--- src/plc_pkg.sv ---
/*
 * Shared constants and carrier types of the parallel line controller:
 * register byte offsets, reset values, bus response codes and the
 * AXI4-Lite request/response structs.
 * Assumes a 32-bit AXI4-Lite bus with an 8-bit byte address.
 */
package plc_pkg;

    localparam int          PLC_LINES = 32;
    localparam int          PLC_AW    = 8;
    localparam int          PLC_FUNCS = 4;

    // register byte offsets
    localparam logic [7:0]  PLC_LINE_CTRL_EN    = 8'h00;
    localparam logic [7:0]  PLC_LINE_CTRL_DIS   = 8'h04;
    localparam logic [7:0]  PLC_OWN_STATUS      = 8'h08;
    localparam logic [7:0]  PLC_OE_SET          = 8'h10;
    localparam logic [7:0]  PLC_OE_CLR          = 8'h14;
    localparam logic [7:0]  PLC_OE_STATUS       = 8'h18;
    localparam logic [7:0]  PLC_OD_SET          = 8'h30;
    localparam logic [7:0]  PLC_OD_CLR          = 8'h34;
    localparam logic [7:0]  PLC_OD_STATUS       = 8'h38;
    localparam logic [7:0]  PLC_PIN_STATUS      = 8'h3c;
    localparam logic [7:0]  PLC_MD_EN           = 8'h50;
    localparam logic [7:0]  PLC_MD_DIS          = 8'h54;
    localparam logic [7:0]  PLC_MD_STATUS       = 8'h58;
    localparam logic [7:0]  PLC_PU_EN           = 8'h60;
    localparam logic [7:0]  PLC_PU_DIS          = 8'h64;
    localparam logic [7:0]  PLC_PU_STATUS       = 8'h68;
    localparam logic [7:0]  PLC_FSEL_LO         = 8'h70;
    localparam logic [7:0]  PLC_FSEL_HI         = 8'h74;
    localparam logic [7:0]  PLC_PD_EN           = 8'h90;
    localparam logic [7:0]  PLC_PD_DIS          = 8'h94;
    localparam logic [7:0]  PLC_PD_STATUS       = 8'h98;
    localparam logic [7:0]  PLC_WMASK_EN        = 8'ha0;
    localparam logic [7:0]  PLC_WMASK_DIS       = 8'ha4;
    localparam logic [7:0]  PLC_WMASK_STATUS    = 8'ha8;

    // reset values
    localparam logic [31:0] PLC_OE_RST    = 32'h0000_0000;
    localparam logic [31:0] PLC_OD_RST    = 32'h0000_0000;
    localparam logic [31:0] PLC_WMASK_RST = 32'h0000_0000;
    localparam logic [31:0] PLC_MD_RST    = 32'h0000_0000;
    localparam logic [31:0] PLC_FSEL_RST  = 32'h0000_0000;

    localparam logic [1:0]  PLC_RESP_OKAY   = 2'h0;
    localparam logic [1:0]  PLC_RESP_SLVERR = 2'h2;

    typedef struct packed {
        logic              awvalid;
        logic [PLC_AW-1:0] awaddr;
        logic              wvalid;
        logic [31:0]       wdata;
        logic [3:0]        wstrb;
        logic              bready;
        logic              arvalid;
        logic [PLC_AW-1:0] araddr;
        logic              rready;
    } plc_axil_req_t;

    typedef struct packed {
        logic              awready;
        logic              wready;
        logic              bvalid;
        logic [1:0]        bresp;
        logic              arready;
        logic              rvalid;
        logic [31:0]       rdata;
        logic [1:0]        rresp;
    } plc_axil_rsp_t;

endpackage : plc_pkg

--- src/plc_line_ctrl.sv ---
/*
 * Parallel line controller: 32 I/O lines with pull control, ownership
 * between general-purpose control and four peripheral functions, output
 * set/clear, masked direct output write, open-drain drive and pin readback,
 * all behind an AXI4-Lite slave.
 * Assumes pin inputs synchronous to aclk for the bus logic; pin levels are
 * still resynchronised before readback. clk_on stands for the gated
 * peripheral clock being enabled.
 */
`timescale 1ns/1ps

module plc_line_ctrl
    import plc_pkg::*;
#(
    parameter logic [31:0]                  OWN_RESET      = 32'hffff_ffff,
    parameter logic [31:0]                  PU_RESET       = 32'hffff_ffff,
    parameter logic [31:0]                  PD_RESET       = 32'hffff_ffff,
    parameter logic [PLC_FUNCS-1:0][31:0]   PERIPH_PRESENT = {32'h0000_00ff, 32'h0000_ffff,
                                                              32'h00ff_ffff, 32'h00ff_ffff}
) (
    input  wire logic                           aclk,         // peripheral clock
    input  wire logic                           aresetn,      // sync reset, active low
    input  wire logic                           clk_on,       // peripheral clock enabled
    input  wire plc_axil_req_t                  axi_req,      // bus requests
    output plc_axil_rsp_t                       axi_rsp,      // bus responses
    input  wire logic [PLC_LINES-1:0]           pin_in,       // pin levels
    output logic [PLC_LINES-1:0]                pin_out,      // pin output value
    output logic [PLC_LINES-1:0]                pin_oe,       // pin drive enable
    output logic [PLC_LINES-1:0]                pull_up_on,   // pull-up resistor on
    output logic [PLC_LINES-1:0]                pull_down_on, // pull-down resistor on
    input  wire logic [PLC_FUNCS-1:0][31:0]     periph_out,   // peripheral output values
    input  wire logic [PLC_FUNCS-1:0][31:0]     periph_oe,    // peripheral drive enables
    output logic [PLC_LINES-1:0]                periph_in,    // pin level to peripherals
    input  wire logic                           event_irq,    // raw event from detector
    output logic                                irq           // interrupt request
);

    typedef struct packed {
        logic        aw_full;
        logic [7:0]  aw_addr;
        logic        w_full;
        logic [31:0] w_data;
        logic [3:0]  w_strb;
        logic        bvalid;
        logic [1:0]  bresp;
        logic        rvalid;
        logic [31:0] rdata;
        logic [1:0]  rresp;
        logic [31:0] own;
        logic [31:0] fsel_lo;
        logic [31:0] fsel_hi;
        logic [31:0] oe;
        logic [31:0] odsr;
        logic [31:0] wmask;
        logic [31:0] md;
        logic [31:0] pu;
        logic [31:0] pd;
        logic [31:0] sync1;
        logic [31:0] sync2;
        logic [31:0] pdsr;
        logic [31:0] pin_out;
        logic [31:0] pin_oe;
        logic        irq;
    } plc_state_t;

    localparam logic [31:0] MUXED = PERIPH_PRESENT[0] | PERIPH_PRESENT[1] |
                                    PERIPH_PRESENT[2] | PERIPH_PRESENT[3];

    // gpio-only lines can never come out of reset peripheral owned
    localparam plc_state_t ST_RST = '{
        own:     OWN_RESET | ~MUXED,
        fsel_lo: PLC_FSEL_RST,
        fsel_hi: PLC_FSEL_RST,
        oe:      PLC_OE_RST,
        odsr:    PLC_OD_RST,
        wmask:   PLC_WMASK_RST,
        md:      PLC_MD_RST,
        pu:      PU_RESET,
        pd:      PD_RESET,
        default: '0
    };

    plc_state_t s_q;
    plc_state_t s_d;

    logic [31:0] sel_out;
    logic [31:0] sel_oe;

    for (genvar i = 0; i < PLC_LINES; i++) begin : g_line
        logic [1:0] code;
        assign code = {s_q.fsel_hi[i], s_q.fsel_lo[i]};
        assign sel_out[i] = periph_out[code][i];
        assign sel_oe[i]  = periph_oe[code][i] & PERIPH_PRESENT[code][i];
    end

    logic        wr_do;
    logic [31:0] wbits;
    logic [31:0] bmask;
    logic [31:0] drive_o;
    logic [31:0] drive_e;

    always_comb begin
        s_d   = s_q;
        bmask = {{8{s_q.w_strb[3]}}, {8{s_q.w_strb[2]}}, {8{s_q.w_strb[1]}}, {8{s_q.w_strb[0]}}};
        wbits = s_q.w_data & bmask;
        wr_do = s_q.aw_full && s_q.w_full && !s_q.bvalid;

        // write channels, taken in either order
        if (axi_req.awvalid && !s_q.aw_full) begin
            s_d.aw_full = 1'b1;
            s_d.aw_addr = axi_req.awaddr;
        end
        if (axi_req.wvalid && !s_q.w_full) begin
            s_d.w_full = 1'b1;
            s_d.w_data = axi_req.wdata;
            s_d.w_strb = axi_req.wstrb;
        end
        if (s_q.bvalid && axi_req.bready) begin
            s_d.bvalid = 1'b0;
        end

        if (wr_do) begin
            s_d.aw_full = 1'b0;
            s_d.w_full  = 1'b0;
            s_d.bvalid  = 1'b1;
            s_d.bresp   = PLC_RESP_OKAY;
            unique case (s_q.aw_addr)
                PLC_LINE_CTRL_EN:  s_d.own   = s_q.own | (wbits & MUXED);
                PLC_LINE_CTRL_DIS: s_d.own   = s_q.own & ~(wbits & MUXED);
                PLC_OE_SET:        s_d.oe    = s_q.oe | wbits;
                PLC_OE_CLR:        s_d.oe    = s_q.oe & ~wbits;
                PLC_OD_SET:        s_d.odsr  = s_q.odsr | wbits;
                PLC_OD_CLR:        s_d.odsr  = s_q.odsr & ~wbits;
                PLC_OD_STATUS:     s_d.odsr  = (s_q.odsr & ~(s_q.wmask & bmask)) |
                                               (s_q.w_data & s_q.wmask & bmask);
                PLC_MD_EN:         s_d.md    = s_q.md | wbits;
                PLC_MD_DIS:        s_d.md    = s_q.md & ~wbits;
                PLC_PU_EN:         s_d.pu    = s_q.pu & ~(wbits & s_q.pd);
                PLC_PU_DIS:        s_d.pu    = s_q.pu | wbits;
                PLC_PD_EN:         s_d.pd    = s_q.pd & ~(wbits & s_q.pu);
                PLC_PD_DIS:        s_d.pd    = s_q.pd | wbits;
                PLC_FSEL_LO:       s_d.fsel_lo = (s_q.fsel_lo & ~bmask) | wbits;
                PLC_FSEL_HI:       s_d.fsel_hi = (s_q.fsel_hi & ~bmask) | wbits;
                PLC_WMASK_EN:      s_d.wmask = s_q.wmask | wbits;
                PLC_WMASK_DIS:     s_d.wmask = s_q.wmask & ~wbits;
                PLC_OWN_STATUS, PLC_OE_STATUS, PLC_PIN_STATUS, PLC_MD_STATUS,
                PLC_PU_STATUS, PLC_PD_STATUS, PLC_WMASK_STATUS: s_d.bresp = PLC_RESP_OKAY;
                default:           s_d.bresp = PLC_RESP_SLVERR;
            endcase
        end

        // read channel: one read outstanding, answered right after the address
        if (s_q.rvalid && axi_req.rready) begin
            s_d.rvalid = 1'b0;
        end
        if (axi_req.arvalid && !s_q.rvalid) begin
            s_d.rvalid = 1'b1;
            s_d.rresp  = PLC_RESP_OKAY;
            unique case (axi_req.araddr)
                PLC_OWN_STATUS:   s_d.rdata = s_q.own;
                PLC_OE_STATUS:    s_d.rdata = s_q.oe;
                PLC_OD_STATUS:    s_d.rdata = s_q.odsr;
                PLC_PIN_STATUS:   s_d.rdata = s_q.pdsr;
                PLC_MD_STATUS:    s_d.rdata = s_q.md;
                PLC_PU_STATUS:    s_d.rdata = s_q.pu;
                PLC_PD_STATUS:    s_d.rdata = s_q.pd;
                PLC_FSEL_LO:      s_d.rdata = s_q.fsel_lo;
                PLC_FSEL_HI:      s_d.rdata = s_q.fsel_hi;
                PLC_WMASK_STATUS: s_d.rdata = s_q.wmask;
                PLC_LINE_CTRL_EN, PLC_LINE_CTRL_DIS, PLC_OE_SET, PLC_OE_CLR, PLC_OD_SET,
                PLC_OD_CLR, PLC_MD_EN, PLC_MD_DIS, PLC_PU_EN, PLC_PU_DIS, PLC_PD_EN,
                PLC_PD_DIS, PLC_WMASK_EN, PLC_WMASK_DIS: s_d.rdata = 32'h0000_0000;
                default: begin
                    s_d.rdata = 32'h0000_0000;
                    s_d.rresp = PLC_RESP_SLVERR;
                end
            endcase
        end

        // sync1 is read only by sync2; the stopped clock freezes readback
        s_d.sync1 = pin_in;
        s_d.sync2 = s_q.sync1;
        if (clk_on) begin
            s_d.pdsr = s_q.sync2;
        end

        // a general-purpose owned line ignores the selected peripheral entirely
        drive_o = (s_q.own & s_q.odsr) | (~s_q.own & sel_out);
        drive_e = (s_q.own & s_q.oe)   | (~s_q.own & sel_oe);
        // next open-drain state, so a line never drives high for a cycle after it is set
        s_d.pin_out = drive_o & ~s_d.md;
        s_d.pin_oe  = drive_e & ~(s_d.md & drive_o);

        s_d.irq = event_irq & clk_on;
    end

    always_ff @(posedge aclk) begin
        if (!aresetn) begin
            s_q <= ST_RST;
        end else begin
            s_q <= s_d;
        end
    end

    assign axi_rsp.awready = !s_q.aw_full;
    assign axi_rsp.wready  = !s_q.w_full;
    assign axi_rsp.bvalid  = s_q.bvalid;
    assign axi_rsp.bresp   = s_q.bresp;
    assign axi_rsp.arready = !s_q.rvalid;
    assign axi_rsp.rvalid  = s_q.rvalid;
    assign axi_rsp.rdata   = s_q.rdata;
    assign axi_rsp.rresp   = s_q.rresp;
    assign pin_out         = s_q.pin_out;
    assign pin_oe          = s_q.pin_oe;
    assign pull_up_on      = ~s_q.pu;
    assign pull_down_on    = ~s_q.pd;
    assign periph_in       = pin_in;
    assign irq             = s_q.irq;
endmodule : plc_line_ctrl

--- config.mk ---
export PLATFORM = sky130hd
export DESIGN_NAME = plc_line_ctrl
export DESIGN_NICKNAME = d
export VERILOG_FILES = /design/src/plc_pkg.sv /design/src/plc_line_ctrl.sv
export SDC_FILE = /design/constraint.sdc
export NUM_CORES = 1
export LEC_CHECK = 0
export ABC_AREA = 1
export BUFFER_PORTS_ARGS = -buffer_cell sky130_fd_sc_hd__buf_2
export CAP_MARGIN = 30
export CORE_MARGIN = 2
export CORE_UTILIZATION = 40
export CTS_CLUSTER_SIZE = 25
export DETAILED_ROUTE_END_ITERATION = 10
export GPL_TIMING_DRIVEN = 1
export SETUP_SLACK_MARGIN = 0.02
export SYNTH_ARGS = -nofsm -noshare
export SYNTH_HDL_FRONTEND = slang
export SYNTH_SLANG_ARGS = --single-unit
--- constraint.sdc ---
create_clock -name aclk -period 2.8 [get_ports aclk]
set_input_delay 0.14 -clock aclk [delete_from_list [all_inputs] [get_ports aclk]]
set_output_delay 0.14 -clock aclk [all_outputs]
set_load 0.02 [all_outputs]
==> flow_summary.yaml, run 1 <==
finish:
  ff_latch_area_sq_um: 10500
  multi_input_area_sq_um: 12100
  fillers: 6534
  final_nets: 4572
  syn_to_final_growth_pct: 24.6
  drive_gt1_share_pct: 17.1
drt:
  drc: 0
  vias_per_cell: 5.30
  ant_nets: 0
  wl_per_cell_um: 20.0
  wl_mm: 103
  dr_total_vias: 27100
  drt_iter0_drc: 2400
  first_pass_iters: 5
synth:
  synthMuxAreaShare_pct: 0
  synth_area_leaders: "dfxtp_1, nand2_1, nor2_1, nand3_1, o21ai_0"
  synth-warning-count: 0
  synth.most_common_cell: "nand2_1"
  synth_compound_area_share_pct: 18.6
  synthAdderAreaFrac_pct: 0
  syn_avg_cell_area_sq_um: 6.86
  synthSimpleGateAreaFrac_pct: 27.7
  synthXorXnorAreaFrac_pct: 0
  synth_seq_cells: 523
  synth_common_cells: "nand2_1, nor2_1, dfxtp_1, inv_1, nand3_1"
  synth_top_family_by_area: "simple AND/OR/NAND/NOR gates"
  synth_top_area_share_pct: 40.6
  yosysUniqueCellTypes: 42
  synth_area_leader_cell: "dfxtp_1"
  synth_edf_count: 0
  async_flop_share_pct: 0
  syn_inst: 3759
  synth-main-ff-cell: "dfxtp_1"
  syn_area_sq_um: 25800
  seq_area_frac_synth_pct: 40.6
die:
  start_util_pct: 40.2
  die_w_um: 258
  die_y_um: 258
  num_rows: 93
  dieArea_sq_um: 66500
  core_area_sq_um: 64100
  ios: 551
pwr:
  total_leakage_power_nw: 15.2
  powerDensity_nw_per_um2: 531
  max-vdd-ir-drop_v: 0.000411
placed_design:
  dpl.hpwl_mm: 68.2
  globalplace.congestion: 0.888
  port_buffers: 460
  place_ws_ns: 0.414
setup_path:
  crit_path_end_kind: "flop"
  cp.required_ns: 3.38
  reg2reg_from: "s_q[524]"
  critPathLaunch: "s_q[524]"
  crit_path_start_kind: "flop"
  crit_fanout: 12
  setup.worst_path.class: "flop to flop"
  worstPathArrival_ns: 3.12
sta:
  layout_setup_ws_ns: 0.259
  rsz0062_at_grt: "no"
  final_hold_viol_count: 0
  tns_ns: 0
  max-slew-margin-rel_pct: 31.6
  setup_violations: 0
  max_freq_mhz: 394
  slew_viol_final: 0
  skew_ns: 0.0169
  worst_slew_pin_slew_ns: 1.02
  finalCritPeriodShare_pct: 90.7
  fin_crit_ns: 2.54
clocking:
  clock_latency_ns: 0.63
  cts_root_buffer: "clkbuf_16"
  cts_resized: 0
  h-tree-depth: 2
  cts_sinks: 523
  cts_tree: "built"
  path_clk_slew_ns: 0.06
  cts_buffers: 59
  clock_path_buffers: 3
global_route:
  grt_usage_pct: 29.8
  grt_pass1_vias: 25000
  antenna_found_initial: 7
  grt_max_degree: 132
  grt_overflow: 0
  grt_pass1_wl_mm: 152
min_path:
  hp-start: "periph_out[48]"
  min_path_type: "input pin to flop"
outcome:
  status: "finished clean"
job:
  drv_cap: 0
[per-stage QoR]
stage | utilization, % | area [sq um] | power, mW | std cells | hold slack [ns]
after floorplan | - | 25800 | 8.48 | 3760 | 0.238
after global placement | 43.9 | 28200 | 9.04 | 4820 | 0.335
after detailed placement | 43.9 | 28200 | 9.04 | 4820 | 0.337
after CTS | 50.1 | 32100 | 17.1 | 5119 | 0.0000660
after global routing | 50.1 | 32100 | 17.6 | 5124 | 0.0437
final | 50.1 | 32100 | 17.1 | 5125 | 0.0265
[metal layers]
metal,vias up,track usage [%],wire length (um),share of wire [%]
li1,13100,-,-,-
met1,12500,39.9,44100,43
met2,1239,48.3,46300,45
met3,229,4.67,8540,8.3
met4,4,11.1,3710,3.6
met5,-,0,26,0.025
[critical path: stages, from the launching register on]
cell and delay (ns):
dfxtp_1 0.33, nor2_4 0.19, nand2_4 0.12, nor2_4 0.24, nand2_2 0.12, nor2_4 0.21
buf_12 0.20, nand2_1 0.08, a22oi_2 0.28, nor2_1 0.08, nor2_1 0.09, dlygate4sd3_1 0.54
[cells in the final DEF (no fill, tap or decap), types with 43 or more instances in the layout]
cell type / n
nand2_1: 744
dfxtp_1: 522
nor2_1: 515
buf_2: 459
inv_1: 375
nand3_1: 329
o21ai_0: 302
a21oi_1: 254
dlygate4sd3_1: 195
buf_4: 71
clkbuf_16: 60
o311ai_0: 47
a22oi_1: 45
nor3_1: 43
[path summary, 6_finish.rpt]
path | depth (start not counted) | endpoint | slack (ns)
max | 11 | pin_oe[12] | 0.26
min | 5 | pin_out[16] | 0.03
max reg2reg | 11 | pin_oe[12] | 0.26
min reg2reg | 2 | s_q[117] | 0.41
[final cells by class]
cell class	instances	share of cell area, %
flip-flops and latches	523	32.6
well taps	855	3.33
clock inverters	9	0.440
diodes	4	0.0312
clock buffers	95	5.74
multi-input cells	2512	37.6
repair buffers	738	15.7
inverters	389	4.58
[cells by family after synthesis]
group	after synthesis
AOI/OAI and AO/OA	802
buffers and inverters	725
DFF	523
other	1
and+or+nand+nor	1708
[report_power, final]
part           switching (mW)  total (mW)  internal (mW)
combinational           0.887        1.39          0.499
sequential              0.113        7.69           7.58
clock                    3.25        7.99           4.73
total                    4.25        17.1           12.8
[what timing repair did]
| action | CTS | global route |
|---|---|---|
| endpoints found under the setup margin | 0 | 3 |
| buffers inserted | 0 | 2 |
| hold buffers | 195 | 0 |
| hold endpoints to repair | 133 | 0 |
Note: power is estimated with default switching activity, not from simulation.
==> run 2: changes to the inputs <==
Clock period 2.8 ns to 2.6 ns, I/O delays scaled along.
==> flow_summary.yaml, run 2 (synthesized netlist as in run 1, its figures left out) <==
outcome:
  status: "finished clean"
drt:
  drt_iter0_drc: 2518
  ant_nets: 0
  drc: 0
  first_pass_iters: 6
  vias_per_cell: 5.26
  dr_total_vias: 27100
  wl_mm: 103
  wl_per_cell_um: 20.0
die:
  start_util_pct: 40.2
  die_w_um: 258
  core_area_sq_um: 64100
  ios: 551
  num_rows: 93
  dieArea_sq_um: 66500
  die_y_um: 258
pwr:
  switching_power_mw: 4.76
  total_leakage_power_nw: 15.3
  comb_power_share_pct: 8.2
  p_int_mw: 14.0
  p_seq_share_pct: 44.0
  max-vdd-ir-drop_v: 0.000494
  powerDensity_nw_per_um2: 579
  switching_share_pct: 25.3
  power_mw: 18.8
  power.share.clock_pct: 47.7
finish:
  fin_area_sq_um: 32400
  finalCoreUtilization_pct: 50.6
  most-common-layout-cells: "nand2_1, dfxtp_1, nor2_1"
  multi_input_area_sq_um: 12100
  layout_commonest_cell: "nand2_1"
  fillers: 6369
  syn_to_final_growth_pct: 25.7
  fin_cells: 5150
  final_nets: 4591
  drive_gt1_share_pct: 17.3
  ff_latch_area_sq_um: 10500
sta:
  max-slew-margin-rel_pct: 49.4
  tns_ns: 0
  rsz0062_at_grt: "no"
  slew_viol_final: 0
  final_hold_viol_count: 0
  setup_violations: 0
  skew_ns: 0.0175
  worst_slew_pin_slew_ns: 0.757
  finalCritPeriodShare_pct: 93.2
  max_freq_mhz: 413
  holdWs_ns: 0.0236
  layout_setup_ws_ns: 0.178
  fin_crit_ns: 2.42
placed_design:
  dpl.hpwl_mm: 68.1
  dp.cells: 4826
  port_buffers: 460
  place_ws_ns: 0.393
  globalplace.congestion: 0.892
  place_area_sq_um: 28200
setup_path:
  reg2reg_slack_ns: 0.18
  reg2reg_to: "pin_oe[6]"
  crit_path_start_kind: "flop"
  reg2reg_from: "s_q[523]"
  ff2ff_path_depth: 10
  setup.worst_path.class: "flop to flop"
  crit_path_end_kind: "flop"
  worstPathArrival_ns: 3.00
  cp.required_ns: 3.17
  crit_fanout: 19
min_path:
  min_path_cells: 6
  whs_endpoint: "pin_oe[8]"
  hp-start: "periph_out[104]"
  min_path_type: "input pin to flop"
global_route:
  grt_overflow: 0
  grt_pass1_wl_mm: 155
  grt_pass1_vias: 25700
  grt_max_degree: 141
  antenna_found_initial: 7
  grt_usage_pct: 30.2
clocking:
  clock_latency_ns: 0.63
  h-tree-depth: 2
  clock_path_buffers: 3
  path_clk_slew_ns: 0.06
  cts_buffers: 59
  cts_sinks: 523
  cts_tree: "built"
  cts_root_buffer: "clkbuf_16"
job:
  drv_cap: 0
==> run 2: changes by cell type in the layout (fill, tap and decap cells not counted), sizes merged <==
cell	change
buf	+7
bufinv	+5
clkbuf	-15
clkinv	+8
clkinvlp	+6
dlygate4sd3	+12
inv	+2
==> run 2: repair_timing <==
item	CTS	global route
resized for setup	0	1
hold buffers	207	0
buffers inserted	0	2
endpoints found under the hold margin	141	0
endpoints found under the setup margin	0	3
==> run 2: worst max-delay path by stage <==
stage	from	slack (ns)	endpoint
global placement	s_q[523]	0.46	flop
finish	s_q[523]	0.18	pin_oe[6]
floorplan	s_q[524]	1.03	flop
detailed placement	s_q[523]	0.39	flop
global route	s_q[523]	0.04	pin_out[0]
CTS	s_q[524]	0.07	pin_out[0]
==> run 2: critical path: stages (launching register included) <==
cell	delay, ns
dfxtp_1	0.39
inv_2	0.06
nor2_1	0.12
nand2_2	0.26
nor2_4	0.21
buf_6	0.26
nand2_1	0.11
a22oi_2	0.24
nor2_1	0.07
nor2_1	0.09
dlygate4sd3_1	0.54
==> run 2: layout make-up <==
cell class / instances / share of cell area [%]
tap: 855 / 3.30
clock inverter: 30 / 1.26
multi-input combinational: 2512 / 37.3
sequential: 523 / 32.3
clock buffer: 80 / 5.14
timing repair buffer: 757 / 16.2
antenna: 4 / 0.0309
inverter: 389 / 4.54
==> run 2: power groups by stage <==
stage | clock network (mW) | registers (mW) | logic [mW]
4_1_cts | 9.08 | 8.27 | 1.52
5_1_grt | 9.41 | 8.28 | 1.66
2_1_floorplan | 0 | 8.39 | 0.734
6_report | 8.97 | 8.27 | 1.55
3_3_place_gp | 0 | 8.45 | 1.32
3_5_place_dp | 0 | 8.45 | 1.32
==> run 2: routing by layer <==
layer / routed length [um] / global-route usage (%)
met5: 16 / 0
met2: 46100 / 48.5
met1: 44400 / 40.4
met4: 3870 / 11.5
met3: 8670 / 5.37
